<file path="src/rtl/gpt_pkg.sv">
// Shared constants and types of the general purpose timer unit.
package gpt_pkg;

  localparam int GPT_NT = 5;
  localparam int GPT_NSRC = 6;
  localparam int GPT_DIV_W = 10;
  localparam int GPT_PRIO_W = 4;
  localparam logic [3:0] TIMER_BLOCK_ONE_PRESC_SHIFT = 4'h3;
  localparam logic [3:0] TIMER_BLOCK_TWO_PRESC_SHIFT = 4'h2;
  localparam logic [15:0] GPT_TMR_RESET = 16'h0000;
  localparam logic [15:0] GPT_CR_RESET = 16'h0000;
  localparam logic [GPT_DIV_W-1:0] GPT_DIV_RESET = 10'h000;

  // Timer slots: block one first, then block two.
  localparam int GPT_AUX_A = 0;
  localparam int GPT_CORE_ONE = 1;
  localparam int GPT_AUX_B = 2;
  localparam int GPT_AUX_C = 3;
  localparam int GPT_CORE_TWO = 4;
  localparam int GPT_SRC_CR = 5;

  // Pin slots on the synchroniser.
  localparam int GPT_PIN_DIR = 5;
  localparam int GPT_PIN_CAP = 10;
  localparam int GPT_PIN_N = 11;

  typedef enum logic [1:0] {
    GPT_MODE_TIMER = 2'b00,
    GPT_MODE_GATED = 2'b01,
    GPT_MODE_COUNTER = 2'b10,
    GPT_MODE_INCR = 2'b11
  } gpt_mode_type;

  typedef enum logic [1:0] {
    GPT_FUNC_TIMER = 2'b00,
    GPT_FUNC_CAPTURE = 2'b01,
    GPT_FUNC_RELOAD = 2'b10,
    GPT_FUNC_RSVD = 2'b11
  } gpt_func_type;

  typedef enum logic [1:0] {
    GPT_RLD_PIN = 2'b00,
    GPT_RLD_OTL_RISE = 2'b01,
    GPT_RLD_OTL_FALL = 2'b10,
    GPT_RLD_OTL_ANY = 2'b11
  } gpt_rld_type;

endpackage

</file>
<file path="src/rtl/gpt_pin_sync.sv">
// Two-stage synchroniser with edge detection for the timer pins.
`timescale 1ns/1ps
module gpt_pin_sync #(
  parameter int W = 11
) (
  input wire logic i_core_clk,
  input wire logic i_reset,
  input wire logic [W-1:0] i_pin,
  output logic [W-1:0] o_lvl,
  output logic [W-1:0] o_rise,
  output logic [W-1:0] o_fall
);
  logic [W-1:0] meta_q;
  logic [W-1:0] sync_q;
  logic [W-1:0] prev_q;

  if (W < 1) begin : g_chk
    $error("gpt_pin_sync: W must be at least 1");
  end

  // The first stage feeds only the second; edges come from later stages.
  always_ff @(posedge i_core_clk or posedge i_reset) begin
    if (i_reset) begin
      meta_q <= '0;
      sync_q <= '0;
      prev_q <= '0;
    end else begin
      meta_q <= i_pin;
      sync_q <= meta_q;
      prev_q <= sync_q;
    end
  end

  assign o_lvl = sync_q;
  assign o_rise = sync_q & ~prev_q;
  assign o_fall = ~sync_q & prev_q;
endmodule

</file>
<file path="src/rtl/gpt_timer.sv">
// One up/down timer register with load, clear and wrap detection.
`timescale 1ns/1ps
module gpt_timer #(
  parameter int TW = 16
) (
  input wire logic i_core_clk,
  input wire logic i_reset,
  input wire logic i_cnt,
  input wire logic i_up,
  input wire logic i_load,
  input wire logic [TW-1:0] i_load_val,
  input wire logic i_clr,
  output logic [TW-1:0] o_val_q,
  output logic o_wrap
);
  import gpt_pkg::*;

  logic [TW-1:0] val_d;
  logic [TW-1:0] val_inc;
  logic [TW-1:0] val_dec;

  if (TW < 2 || TW > 16) begin : g_chk
    $error("gpt_timer: TW must lie between 2 and 16");
  end

  assign val_inc = o_val_q + TW'(1);
  assign val_dec = o_val_q - TW'(1);
  // A load wins over a clear, and both win over a count.
  assign val_d = i_load ? i_load_val :
                 i_clr ? '0 :
                 !i_cnt ? o_val_q :
                 i_up ? val_inc : val_dec;
  // Wrap ignores any load, so a reload can ride on the wrap it answers.
  assign o_wrap = i_cnt & (i_up ? &o_val_q : ~|o_val_q);

  always_ff @(posedge i_core_clk or posedge i_reset) begin
    if (i_reset) begin
      o_val_q <= TW'(GPT_TMR_RESET);
    end else begin
      o_val_q <= val_d;
    end
  end
endmodule

</file>
<file path="src/rtl/gpt_unit.sv">
// General purpose timer unit: two timer blocks with capture and reload.
`timescale 1ns/1ps
module gpt_unit #(
  parameter int TW = 16
) (
  input wire logic i_core_clk,
  input wire logic i_reset,
  // Timer slots: 0 aux a, 1 core one, 2 aux b, 3 aux c, 4 core two.
  input wire logic [gpt_pkg::GPT_NT-1:0] i_run,
  input wire logic [2*gpt_pkg::GPT_NT-1:0] i_mode,
  input wire logic [3*gpt_pkg::GPT_NT-1:0] i_presc,
  input wire logic [gpt_pkg::GPT_NT-1:0] i_down,
  input wire logic [gpt_pkg::GPT_NT-1:0] i_dir_en,
  input wire logic [2*gpt_pkg::GPT_NT-1:0] i_edge,
  input wire logic [2:0] i_aux_otl,
  input wire logic [3:0] i_aux_func,
  input wire logic [3:0] i_rld_trig,
  input wire logic [gpt_pkg::GPT_NT-1:0] i_wr,
  input wire logic [TW-1:0] i_wdata,
  input wire logic [gpt_pkg::GPT_NT-1:0] i_timer_count_gate_pin,
  input wire logic [gpt_pkg::GPT_NT-1:0] i_timer_direction_pin,
  input wire logic i_capture_input_pin,
  input wire logic [1:0] i_cap_edge,
  input wire logic i_cap_clr,
  input wire logic i_cr_wr,
  input wire logic i_cr_reload_en,
  input wire logic [1:0] i_toggle_pin_en,
  input wire logic [gpt_pkg::GPT_NSRC-1:0] i_req_en,
  input wire logic [gpt_pkg::GPT_PRIO_W*gpt_pkg::GPT_NSRC-1:0] i_req_prio,
  input wire logic [gpt_pkg::GPT_NSRC-1:0] i_req_clr,
  output logic [gpt_pkg::GPT_NT*TW-1:0] o_timer_val,
  output logic [TW-1:0] o_capture_reload_reg,
  output logic o_core_one_toggle_latch,
  output logic o_core_two_toggle_latch,
  output logic o_core_one_toggle_pin,
  output logic o_core_two_toggle_pin,
  output logic [gpt_pkg::GPT_NSRC-1:0] o_req_flag,
  output logic o_irq,
  output logic [gpt_pkg::GPT_PRIO_W-1:0] o_irq_prio
);
  import gpt_pkg::*;

  if (TW < 2 || TW > 16) begin : g_chk
    $error("gpt_unit: TW must lie between 2 and 16");
  end

  ////////////////////////////////////////////////////////////////////////////

  function automatic logic presc_tick(input logic [GPT_DIV_W-1:0] div,
                                      input logic [3:0] sh);
    logic [GPT_DIV_W:0] m;
    m = ((GPT_DIV_W+1)'(1) << sh) - (GPT_DIV_W+1)'(1);
    return &(div | ~m[GPT_DIV_W-1:0]);
  endfunction

  // Edge select code: bit 0 takes rising edges, bit 1 falling edges.
  function automatic logic edge_sel(input logic [1:0] sel,
                                    input logic rise,
                                    input logic fall);
    return (sel[0] & rise) | (sel[1] & fall);
  endfunction

  ////////////////////////////////////////////////////////////////////////////

  logic [GPT_DIV_W-1:0] div_q;
  logic [GPT_PIN_N-1:0] pin_lvl;
  logic [GPT_PIN_N-1:0] pin_rise;
  logic [GPT_PIN_N-1:0] pin_fall;
  logic [1:0] otl_q;
  logic [1:0] otl_d;
  logic [1:0] otl_rise;
  logic [1:0] otl_fall;
  logic [1:0] tpin_q;
  logic [GPT_NT-1:0] wrap;
  logic [GPT_NT-1:0] cnt_en;
  logic [GPT_NT-1:0] up;
  logic [GPT_NT-1:0] load;
  logic [GPT_NT-1:0] clr;
  logic [GPT_NT-1:0] hw_load;
  logic [GPT_NT-1:0] stop;
  logic [GPT_NT-1:0] use_otl;
  logic [TW-1:0] val [GPT_NT];
  logic [TW-1:0] hw_val [GPT_NT];
  logic [TW-1:0] cr_q;
  logic [GPT_NSRC-1:0] flag_q;
  logic [GPT_NSRC-1:0] flag_d;
  logic [GPT_NSRC-1:0] src_ev;
  logic [GPT_NSRC-1:0] pend;
  gpt_func_type func_a;
  gpt_func_type func_b;
  gpt_rld_type trig_a;
  gpt_rld_type trig_b;
  logic cap_a;
  logic cap_b;
  logic rld_a;
  logic rld_b;
  logic cap_c;
  logic core_two_rld;

  ////////////////////////////////////////////////////////////////////////////

  // One free running divider serves every prescaler setting.
  always_ff @(posedge i_core_clk or posedge i_reset) begin
    if (i_reset) begin
      div_q <= GPT_DIV_RESET;
    end else begin
      div_q <= div_q + GPT_DIV_W'(1);
    end
  end

  gpt_pin_sync #(
    .W(GPT_PIN_N)
  ) u_sync (
    .i_core_clk(i_core_clk),
    .i_reset(i_reset),
    .i_pin({i_capture_input_pin, i_timer_direction_pin,
            i_timer_count_gate_pin}),
    .o_lvl(pin_lvl),
    .o_rise(pin_rise),
    .o_fall(pin_fall)
  );

  ////////////////////////////////////////////////////////////////////////////

  // The latch changes only on a wrap, so its edges are known in that cycle.
  assign otl_d = otl_q ^ {wrap[GPT_CORE_TWO], wrap[GPT_CORE_ONE]};
  assign otl_rise = otl_d & ~otl_q;
  assign otl_fall = ~otl_d & otl_q;

  always_ff @(posedge i_core_clk or posedge i_reset) begin
    if (i_reset) begin
      otl_q <= 2'b00;
      tpin_q <= 2'b00;
    end else begin
      otl_q <= otl_d;
      tpin_q <= otl_d & i_toggle_pin_en;
    end
  end

  assign o_core_one_toggle_latch = otl_q[0];
  assign o_core_two_toggle_latch = otl_q[1];
  assign o_core_one_toggle_pin = tpin_q[0];
  assign o_core_two_toggle_pin = tpin_q[1];

  ////////////////////////////////////////////////////////////////////////////

  assign func_a = gpt_func_type'(i_aux_func[1:0]);
  assign func_b = gpt_func_type'(i_aux_func[3:2]);
  assign trig_a = gpt_rld_type'(i_rld_trig[1:0]);
  assign trig_b = gpt_rld_type'(i_rld_trig[3:2]);

  assign stop[GPT_AUX_A] = func_a == GPT_FUNC_CAPTURE ||
                           func_a == GPT_FUNC_RELOAD;
  assign stop[GPT_AUX_B] = func_b == GPT_FUNC_CAPTURE ||
                           func_b == GPT_FUNC_RELOAD;
  assign stop[GPT_CORE_ONE] = 1'b0;
  assign stop[GPT_AUX_C] = 1'b0;
  assign stop[GPT_CORE_TWO] = 1'b0;

  // Aux timers may take the owning core latch as their count clock.
  assign use_otl = {1'b0, i_aux_otl[2], i_aux_otl[1], 1'b0, i_aux_otl[0]};

  for (genvar i = 0; i < GPT_NT; i++) begin : g_tmr
    localparam int K = (i < 3) ? 0 : 1;
    gpt_mode_type mode;
    logic [3:0] sh;
    logic tick;
    logic s_rise;
    logic s_fall;
    logic ev;
    logic q_ev;
    logic q_up;
    logic a_lvl;
    logic b_lvl;
    logic base_cnt;

    assign mode = gpt_mode_type'(i_mode[2*i +: 2]);
    assign sh = ((i < 3) ? TIMER_BLOCK_ONE_PRESC_SHIFT : TIMER_BLOCK_TWO_PRESC_SHIFT) +
                {1'b0, i_presc[3*i +: 3]};
    assign tick = presc_tick(div_q, sh);
    assign s_rise = use_otl[i] ? otl_rise[K] : pin_rise[i];
    assign s_fall = use_otl[i] ? otl_fall[K] : pin_fall[i];
    assign ev = edge_sel(i_edge[2*i +: 2], s_rise, s_fall);
    assign a_lvl = pin_lvl[i];
    assign b_lvl = pin_lvl[GPT_PIN_DIR+i];
    // Four counts per encoder cycle, direction from the phase order.
    assign q_ev = pin_rise[i] | pin_fall[i] | pin_rise[GPT_PIN_DIR+i] |
                  pin_fall[GPT_PIN_DIR+i];
    assign q_up = (pin_rise[i] & ~b_lvl) | (pin_fall[i] & b_lvl) |
                  (pin_rise[GPT_PIN_DIR+i] & a_lvl) |
                  (pin_fall[GPT_PIN_DIR+i] & ~a_lvl);
    // Block two has no encoder decoder; that mode code holds the timer.
    assign base_cnt = (mode == GPT_MODE_TIMER) ? tick :
                      (mode == GPT_MODE_GATED) ?
                        tick & (a_lvl == i_edge[2*i]) :
                      (mode == GPT_MODE_COUNTER) ? ev :
                      (i < 3) ? q_ev : 1'b0;
    assign cnt_en[i] = i_run[i] & ~stop[i] & base_cnt;
    assign up[i] = (mode == GPT_MODE_INCR) ? q_up ^ i_down[i] :
                   ~(i_down[i] ^ (i_dir_en[i] & b_lvl));
    assign load[i] = i_wr[i] | hw_load[i];
    assign o_timer_val[TW*i +: TW] = val[i];

    gpt_timer #(
      .TW(TW)
    ) u_tmr (
      .i_core_clk(i_core_clk),
      .i_reset(i_reset),
      .i_cnt(cnt_en[i]),
      .i_up(up[i]),
      .i_load(load[i]),
      .i_load_val(i_wr[i] ? i_wdata : hw_val[i]),
      .i_clr(clr[i]),
      .o_val_q(val[i]),
      .o_wrap(wrap[i])
    );
  end

  ////////////////////////////////////////////////////////////////////////////

  assign cap_a = func_a == GPT_FUNC_CAPTURE &&
                 edge_sel(i_edge[1:0], pin_rise[0], pin_fall[0]);
  assign cap_b = func_b == GPT_FUNC_CAPTURE &&
                 edge_sel(i_edge[5:4], pin_rise[2], pin_fall[2]);
  assign rld_a = func_a == GPT_FUNC_RELOAD &&
                 (trig_a == GPT_RLD_PIN ?
                   edge_sel(i_edge[1:0], pin_rise[0], pin_fall[0]) :
                   edge_sel(i_rld_trig[1:0], otl_rise[0],
                            otl_fall[0]));
  assign rld_b = func_b == GPT_FUNC_RELOAD &&
                 (trig_b == GPT_RLD_PIN ?
                   edge_sel(i_edge[5:4], pin_rise[2], pin_fall[2]) :
                   edge_sel(i_rld_trig[3:2], otl_rise[0],
                            otl_fall[0]));
  assign cap_c = edge_sel(i_cap_edge, pin_rise[GPT_PIN_CAP],
                          pin_fall[GPT_PIN_CAP]);
  assign core_two_rld = wrap[GPT_CORE_TWO] & i_cr_reload_en;

  // Aux a has priority if both aux timers reload on the same edge.
  assign hw_load = {core_two_rld, 1'b0, cap_b, rld_a | rld_b, cap_a};
  assign hw_val[GPT_AUX_A] = val[GPT_CORE_ONE];
  assign hw_val[GPT_AUX_B] = val[GPT_CORE_ONE];
  assign hw_val[GPT_CORE_ONE] = rld_a ? val[GPT_AUX_A] :
                                val[GPT_AUX_B];
  assign hw_val[GPT_AUX_C] = '0;
  assign hw_val[GPT_CORE_TWO] = cr_q;
  assign clr = {1'b0, cap_c & i_cap_clr, 3'b000};

  // A capture wins over a software write in the same cycle.
  always_ff @(posedge i_core_clk or posedge i_reset) begin
    if (i_reset) begin
      cr_q <= TW'(GPT_CR_RESET);
    end else if (cap_c) begin
      cr_q <= val[GPT_AUX_C];
    end else if (i_cr_wr) begin
      cr_q <= i_wdata;
    end
  end

  assign o_capture_reload_reg = cr_q;

  ////////////////////////////////////////////////////////////////////////////

  // Aux a and b also request on their capture or reload events.
  assign src_ev = {cap_c, wrap | {2'b00, cap_b | rld_b, 1'b0,
                                  cap_a | rld_a}};
  // Setting wins over clearing so no event is lost.
  assign flag_d = (flag_q & ~i_req_clr) | src_ev;

  always_ff @(posedge i_core_clk or posedge i_reset) begin
    if (i_reset) begin
      flag_q <= '0;
    end else begin
      flag_q <= flag_d;
    end
  end

  assign o_req_flag = flag_q;
  assign pend = flag_q & i_req_en;
  assign o_irq = |pend;

  always_comb begin
    o_irq_prio = '0;
    for (int s = 0; s < GPT_NSRC; s++) begin
      if (pend[s] && i_req_prio[GPT_PRIO_W*s +: GPT_PRIO_W] > o_irq_prio) begin
        o_irq_prio = i_req_prio[GPT_PRIO_W*s +: GPT_PRIO_W];
      end
    end
  end
endmodule

</file>
<file path="config.mk">
export PLATFORM = sky130hd
export DESIGN_NAME = gpt_unit
export DESIGN_NICKNAME = d
export VERILOG_FILES = /design/src/rtl/gpt_pkg.sv /design/src/rtl/gpt_pin_sync.sv /design/src/rtl/gpt_timer.sv /design/src/rtl/gpt_unit.sv
export SDC_FILE = /design/constraint.sdc
export NUM_CORES = 1
export LEC_CHECK = 0
export ABC_CLOCK_PERIOD_IN_PS = 12000
export BUFFER_PORTS_ARGS = -buffer_cell sky130_fd_sc_hd__buf_2
export CAP_MARGIN = 5
export CORE_MARGIN = 1.5
export CORE_UTILIZATION = 46
export CTS_BUF_LIST = sky130_fd_sc_hd__clkbuf_8
export DETAILED_ROUTE_END_ITERATION = 12
export PLACE_DENSITY = 0.68
export SLEW_MARGIN = 20
export SYNTH_ARGS = -nofsm -noshare
export SYNTH_HDL_FRONTEND = slang
export SYNTH_SLANG_ARGS = --single-unit
</file>
<file path="constraint.sdc">
create_clock -name i_core_clk -period 12 [get_ports i_core_clk]
set_clock_uncertainty 0.05 [all_clocks]
set_input_delay 1.8 -clock i_core_clk [delete_from_list [all_inputs] [get_ports i_core_clk]]
set_output_delay 1.8 -clock i_core_clk [all_outputs]
set_load 0.02 [all_outputs]
</file>
# After elaboration in Yosys (flattened, before gate mapping)
# Cells that the tools add are included.
dict set report totals {
  ff_bits 149
  in_bits 138
  output_inout_bits 111
  wordCells 334
}
dict set report op_classes {
  n_addsub 21
  order_cmp 6
  eq_ne 24
  shifts 5
  muxes 62
  bitwise 157
  reduce_logical 46
}
# op count
set op_table {}
lappend op_table {{two-way mux 16 bit} 23}
lappend op_table {{adder 16 x 1 -> 16 bit, second input constant} 5}
lappend op_table {{AND reduction 16 bit} 5}
lappend op_table {{OR reduction 16 bit} 5}
lappend op_table {{subtractor 16 x 1 -> 16 bit, second input constant} 5}
lappend op_table {{AND 1 bit} 64}
lappend op_table {{NOT 10 bit} 5}
lappend op_table {{OR 10 bit} 5}
lappend op_table {{AND reduction 10 bit} 5}
lappend op_table {{left shift 1 x 4 -> 10 bit, first input constant} 5}
lappend op_table {{subtractor 10 x 2 -> 10 bit, second input constant} 5}
lappend op_table {{OR 1 bit} 41}
lappend op_table {{two-way mux 1 bit} 33}
lappend op_table {{== test 2 bit, second input constant} 12}
lappend op_table {{two-way mux 4 bit} 6}
lappend op_table {{AND 11 bit} 2}
lappend op_table {{NOT 11 bit} 2}
lappend op_table {{adder 2 x 3 -> 4 bit, first input constant} 5}
lappend op_table {{> comparator 4 bit} 5}
lappend op_table {{NOT 1 bit} 17}
lappend op_table {{== test 2 x 1 -> 1 bit, second input constant} 7}
lappend op_table {{zero test 2 bit} 7}
lappend op_table {{AND 6 bit} 2}
lappend op_table {{adder 10 x 1 -> 10 bit, second input constant} 1}
lappend op_table {{15 further kinds} 49}

# Longest topological paths before layout
dict set report depth {
  word_depth 24
  depth_mapped 40
  mapped_depth_nobuf 40
}

# Cells and area by module
# A second synthesis with hierarchy kept.
dict set report hier_totals {
  hier_cells 1686
  hier_area_um2 14234.9
}
# module instances cells_per_inst area_each_um2 seq_area_each_um2
set by_module_without_submodules {}
lappend by_module_without_submodules {gpt_timer 5 200 1631.6 400.4}
lappend by_module_without_submodules {gpt_unit 1 630 5054.8 900.9}
lappend by_module_without_submodules {gpt_pin_sync 1 56 1022.2 825.8}

# Worst setup path after synthesis
# No wires, ideal clock.
dict set report synth_timing {
  kind {input-to-output}
  start {in i_req_prio[1] in the netlist's numbering}
  end {out o_irq_prio[0] in the netlist's numbering}
  t_arrival_ns 9.198
  t_required_ns 10.150
  slack_ns 0.952
  path_stages 37
  cell_sequence {nand3_1 -> ha_1 -> nor2b_4 -> o31a_1 -> o21ai_0 -> mux2i_1 -> inv_1 -> ha_1 -> nand2_1 -> inv_1 -> nor2_1 -> a21oi_1 -> o221ai_2 -> o41ai_4 -> mux2_2 -> inv_1 -> ha_1 -> nand2_1 -> a311oi_1 -> a211oi_2 -> a311oi_2 -> mux2_4 -> ha_1 -> nand2_1 -> nor2_1 -> and2_1 -> a31oi_1 -> a32oi_1 -> o32a_1 -> inv_1 -> mux2_2 -> ha_1 -> o21a_1 -> o2111ai_1 -> nor2_1 -> a31o_2 -> a31oi_1}
}
dict set report synth_between {
  elab_chain_len 18
}
# item line
set synth_lines {}
lappend synth_lines {{start, declared} gpt_unit.sv:29} ;# input wire logic [gpt_pkg::GPT_PRIO_W*gpt_pkg::GPT_NSRC-1:0] i_req_prio,
lappend synth_lines {{> comparator 4 x 1 -> 1 bit} gpt_unit.sv:285} ;# if (pend[s] && i_req_prio[GPT_PRIO_W*s +: GPT_PRIO_W] > o_irq_prio) begin
lappend synth_lines {{logical AND 1 bit} gpt_unit.sv:285}
lappend synth_lines {{two-way mux 4 bit (*)} gpt_unit.sv:285}
lappend synth_lines {{> comparator 4 bit} gpt_unit.sv:285}
lappend synth_lines {{logical AND 1 bit} gpt_unit.sv:285}
lappend synth_lines {{two-way mux 4 bit (*)} gpt_unit.sv:285}
lappend synth_lines {{> comparator 4 bit} gpt_unit.sv:285}
lappend synth_lines {{logical AND 1 bit} gpt_unit.sv:285}
lappend synth_lines {{[2 not listed]} -}
lappend synth_lines {{logical AND 1 bit} gpt_unit.sv:285}
lappend synth_lines {{two-way mux 4 bit (*)} gpt_unit.sv:285}
lappend synth_lines {{> comparator 4 bit} gpt_unit.sv:285}
lappend synth_lines {{logical AND 1 bit} gpt_unit.sv:285}
lappend synth_lines {{two-way mux 4 bit (*)} gpt_unit.sv:285}
lappend synth_lines {{> comparator 4 bit} gpt_unit.sv:285}
lappend synth_lines {{logical AND 1 bit} gpt_unit.sv:285}
lappend synth_lines {{two-way mux 4 bit (*)} gpt_unit.sv:285}
lappend synth_lines {{end, declared} gpt_unit.sv:39} ;# output logic [gpt_pkg::GPT_PRIO_W-1:0] o_irq_prio
# Every way passes the cells marked *; elsewhere a longest branch is shown, timed or not.

# Final worst setup path
dict set report layout_timing {
  start {in i_req_en[0] in the netlist's numbering}
  end {out o_irq_prio[0] in the netlist's numbering}
}
dict set report layout_between {
  elab_chain_len 18
}
# item line
set layout_lines {}
lappend layout_lines {{start, declared} gpt_unit.sv:28} ;# input wire logic [gpt_pkg::GPT_NSRC-1:0] i_req_en,
lappend layout_lines {{AND 6 bit (*)} gpt_unit.sv:279} ;# assign pend = flag_q & i_req_en;
lappend layout_lines {{logical AND 1 bit (*)} gpt_unit.sv:285}
lappend layout_lines {{two-way mux 4 bit (*)} gpt_unit.sv:285}
lappend layout_lines {{> comparator 4 bit} gpt_unit.sv:285}
lappend layout_lines {{logical AND 1 bit} gpt_unit.sv:285}
lappend layout_lines {{two-way mux 4 bit (*)} gpt_unit.sv:285}
lappend layout_lines {{> comparator 4 bit} gpt_unit.sv:285}
lappend layout_lines {{logical AND 1 bit} gpt_unit.sv:285}
lappend layout_lines {{[2 not listed]} -}
lappend layout_lines {{logical AND 1 bit} gpt_unit.sv:285}
lappend layout_lines {{two-way mux 4 bit (*)} gpt_unit.sv:285}
lappend layout_lines {{> comparator 4 bit} gpt_unit.sv:285}
lappend layout_lines {{logical AND 1 bit} gpt_unit.sv:285}
lappend layout_lines {{two-way mux 4 bit (*)} gpt_unit.sv:285}
lappend layout_lines {{> comparator 4 bit} gpt_unit.sv:285}
lappend layout_lines {{logical AND 1 bit} gpt_unit.sv:285}
lappend layout_lines {{two-way mux 4 bit (*)} gpt_unit.sv:285}
# Marks and branches as above.

==> results.md <==
* H-tree depth at 4
* Antenna violations before repair at 0
* R2R Path Start: div_q[2]$_DFF_PP0_
* Slowest CP cell: mux2_2
* Setup TNS at 0 ns
* Synth Area in Compound Gates at 23.98%
* RePlAce Congestion at 0.9240
* Worst-Skew Late Latency at 0.48 ns
* Synth top area share at 29.14%
* Critical Path RT at 10.15 ns
* Critical path launch point type: input port
* Post-Synth Adder-Cell Area at 12.12%
* Layout cells sized above 1 at 18.69%
* Fillers at 2,542
* Syn. warnings at 0
* Critical Path Start: i_req_en[0]
* Largest net degree at the start of global routing at 85
* Clock-pin slew on the worst setup and hold paths at 0.10 ns
* First-pass GRT wire length at 64,720 microns
* Site Rows at 60
* HPWL Detailed at 31,340 microns
* Initial Util at 47.21%
* Post-Synthesis Cell Area at 12,790 sq um
* DIE AREA at 28,820 sq um
* Leakage power at 0.006789 uW
* Clk sinks at 149
* Largest register FFs at 80
* Core Box Area at 27,100 sq um
* Global route overflow at 0
* CTS Buf Count at 17
* Initial DRC Count at 1,122
* Max Root-Sink Buffers at 2
* DR DRC count at 0
* Routed Antenna Nets at 0
* Total power at 1931 uW
* Via/cell ratio at 5.878
* Syn_area_per_cell at 8.223 sq um
* Via Count at 12,784
* Synth Flop Type: dfrtp_1
* Drt first pass iters at 5
* Die W at 169.8 microns
* Largest family of logic cells by synthesized area: compound AO/OA/AOI/OAI gates
* Post-synth EDFFs at 0
* Maxcap violations at 0
* Final WS setup at 0.5876 ns
* Chip height at 169.8 microns
* Post-synthesis sequential area ratio at 29.14%
* Cell with the most instances after synthesis: nand2_1
* Hold_buf cts at 0
* XOR/XNOR share of the synthesized area at 5.613%
* Post-Route WL at 41,490 microns
* Drt wl/cell at 19.08 microns
* Final Max Slew Viols at 0
* Post-synth ARST share at 100.0%
* Dpl ws at 0.2106 ns
* Root Driver: clkbuf_8
* Max Clk Rate at 87.62 MHz
* Tmin final at 11.41 ns
* Setup violators final at 0
* Nets@finish at 2,048
* CP arrival at 9.56 ns
* Synth area leader: dfrtp_1
* Area growth syn-to-layout at 16.40%
* HP Start: u_sync.meta_q[9]$_DFF_PP0_
* Post-Synth Simple-Gate Area at 19.25%
* Diode count at 0
* # IOs at 249
* Hold Violations, Final at 0
* WS Path Type: input port to primary output
* CP peak stage delay at 0.41 ns
* Top cells by area, synth: dfrtp_1 29%, ha_1 11%, a21oi_1 5.7%
* Top post-synthesis cells by count: 156 x nand2_1, 149 x dfrtp_1, 146 x a21oi_1
* Status: finished, final reports clean
* TritonCTS clock tree: built
* Library cells used by synthesis at 81
* GRT Total Usage at 28.59%
* CP most frequent cell: ha_1
* Setup crit end kind: primary output
* Crit-path max FO at 7
* Power density over cell area at 129.7 nW/um^2
* # port buffers at 248
* Worst slew pin tran at 1.113 ns
* Cells after Synth at 1,556
* Hold WC Path Type: flop to flop
* Via count of the first global-routing pass at 11,954
* Post-synthesis mux area share at 5.212%
* Final period utilization at 95.10%
* Worst vdd ir at 0.00006711 V
* #FFs+latches synth at 149
* Max-slew headroom at 25.78%
==> area by class of cell <==
cell class              instances  area [sq um]  area share (%)
inverters                     109         414.1           2.781
flip-flops and latches        149          3729           25.04
multi-input cells            1253          8529           57.27
clock buffers                  18         247.7           1.663
repair buffers                260          1331           8.939
well taps                     372         465.4           3.125
clock inverters                14         176.4           1.185
==> placed cells by master (no fill, tap or decap), drive strengths merged, types with 10 or more instances in the layout <==
master | synthesis | routed
buf | 1 | 260
nand2 | 156 | 156
dfrtp | 149 | 149
a21oi | 147 | 147
o21ai | 116 | 116
inv | 107 | 116
ha | 115 | 115
nor2 | 90 | 90
xnor2 | 59 | 59
mux2i | 55 | 55
nand3 | 50 | 50
a211oi | 42 | 42
nor2b | 38 | 38
nor4 | 33 | 33
nor3 | 32 | 32
nand4 | 31 | 31
xor2 | 23 | 23
o22ai | 19 | 19
clkbuf | 49 | 18
a31oi | 16 | 16
a21o | 16 | 16
a21boi | 13 | 13
and2 | 13 | 13
a22oi | 12 | 12
nand3b | 12 | 12
o211ai | 11 | 11
o21a | 10 | 10
nand2b | 10 | 10
mux2 | 10 | 10
==> through the flow <==
step | hold WS [ns] | instance area, sq um | cells | util [%]
after detailed placement | 0.2879 | 14420 | 2140 | 53.19
after global placement | 0.2823 | 14420 | 2140 | 53.19
final | 0.3029 | 14890 | 2175 | 54.95
after floorplan | 0.2812 | 12810 | 1561 | -
after global routing | 0.3144 | 14890 | 2175 | 54.95
after CTS | 0.3036 | 14840 | 2172 | 54.76
==> path summary, 6_finish.rpt <==
path	endpoint	slack, ns	cells after the start
max in group asynchronous	g_tmr[0].u_tmr.o_val_q[14]$_DFFE_PP0P_	9.05	3
worst min-delay path	u_sync.o_lvl[9]$_DFF_PP0_	0.30	0
min in group asynchronous	u_sync.o_lvl[3]$_DFF_PP0_	1.41	2
worst max register to register	g_tmr[0].u_tmr.o_val_q[15]$_DFFE_PP0P_	5.30	16
worst min register to register	u_sync.o_lvl[9]$_DFF_PP0_	0.30	0
worst max-delay path	o_irq_prio[0]	0.59	41
==> power breakdown <==
| group | leakage [uW] | switching [uW] | internal [uW] |
|---|---|---|---|
| Combinational | 0.00481 | 484 | 346 |
| Clock | 0.000214 | 227 | 201 |
| Sequential | 0.00177 | 116 | 558 |
==> timing repair <==
action	CTS	global route
setup buffers	0	3
endpoints found under the setup margin	0	4
gates resized for setup	0	5
==> cells by family (layout without fill, tap and decap cells) <==
logic type / Yosys count / in the layout
compound gates: 479 / 479
xor+xnor: 82 / 82
fa+ha+maj: 121 / 121
buf+inv: 159 / 401
flops: 149 / 149
mux: 65 / 65
other cells: 1 / 6
simple gates: 500 / 500
==> layer usage <==
layer,vias to the layer above,wire (microns),global-route usage (%)
li1,6174,-,-
met1,6032,18610,39.65
met2,503,18670,44.87
met3,75,2968,4.501
met4,0,1242,10.54
met5,-,0,0
==> worst max-delay path: cells and delay by family <==
family	cells	cell delay, ns
AND/OR/NAND/NOR	9	0.82
buffers and inverters	8	1.03
multiplexers	4	1.40
AO/OA/AOI/OAI	15	3.12
adder cells (fa/ha/maj)	5	1.38
(Power assumes the default switching activity.)
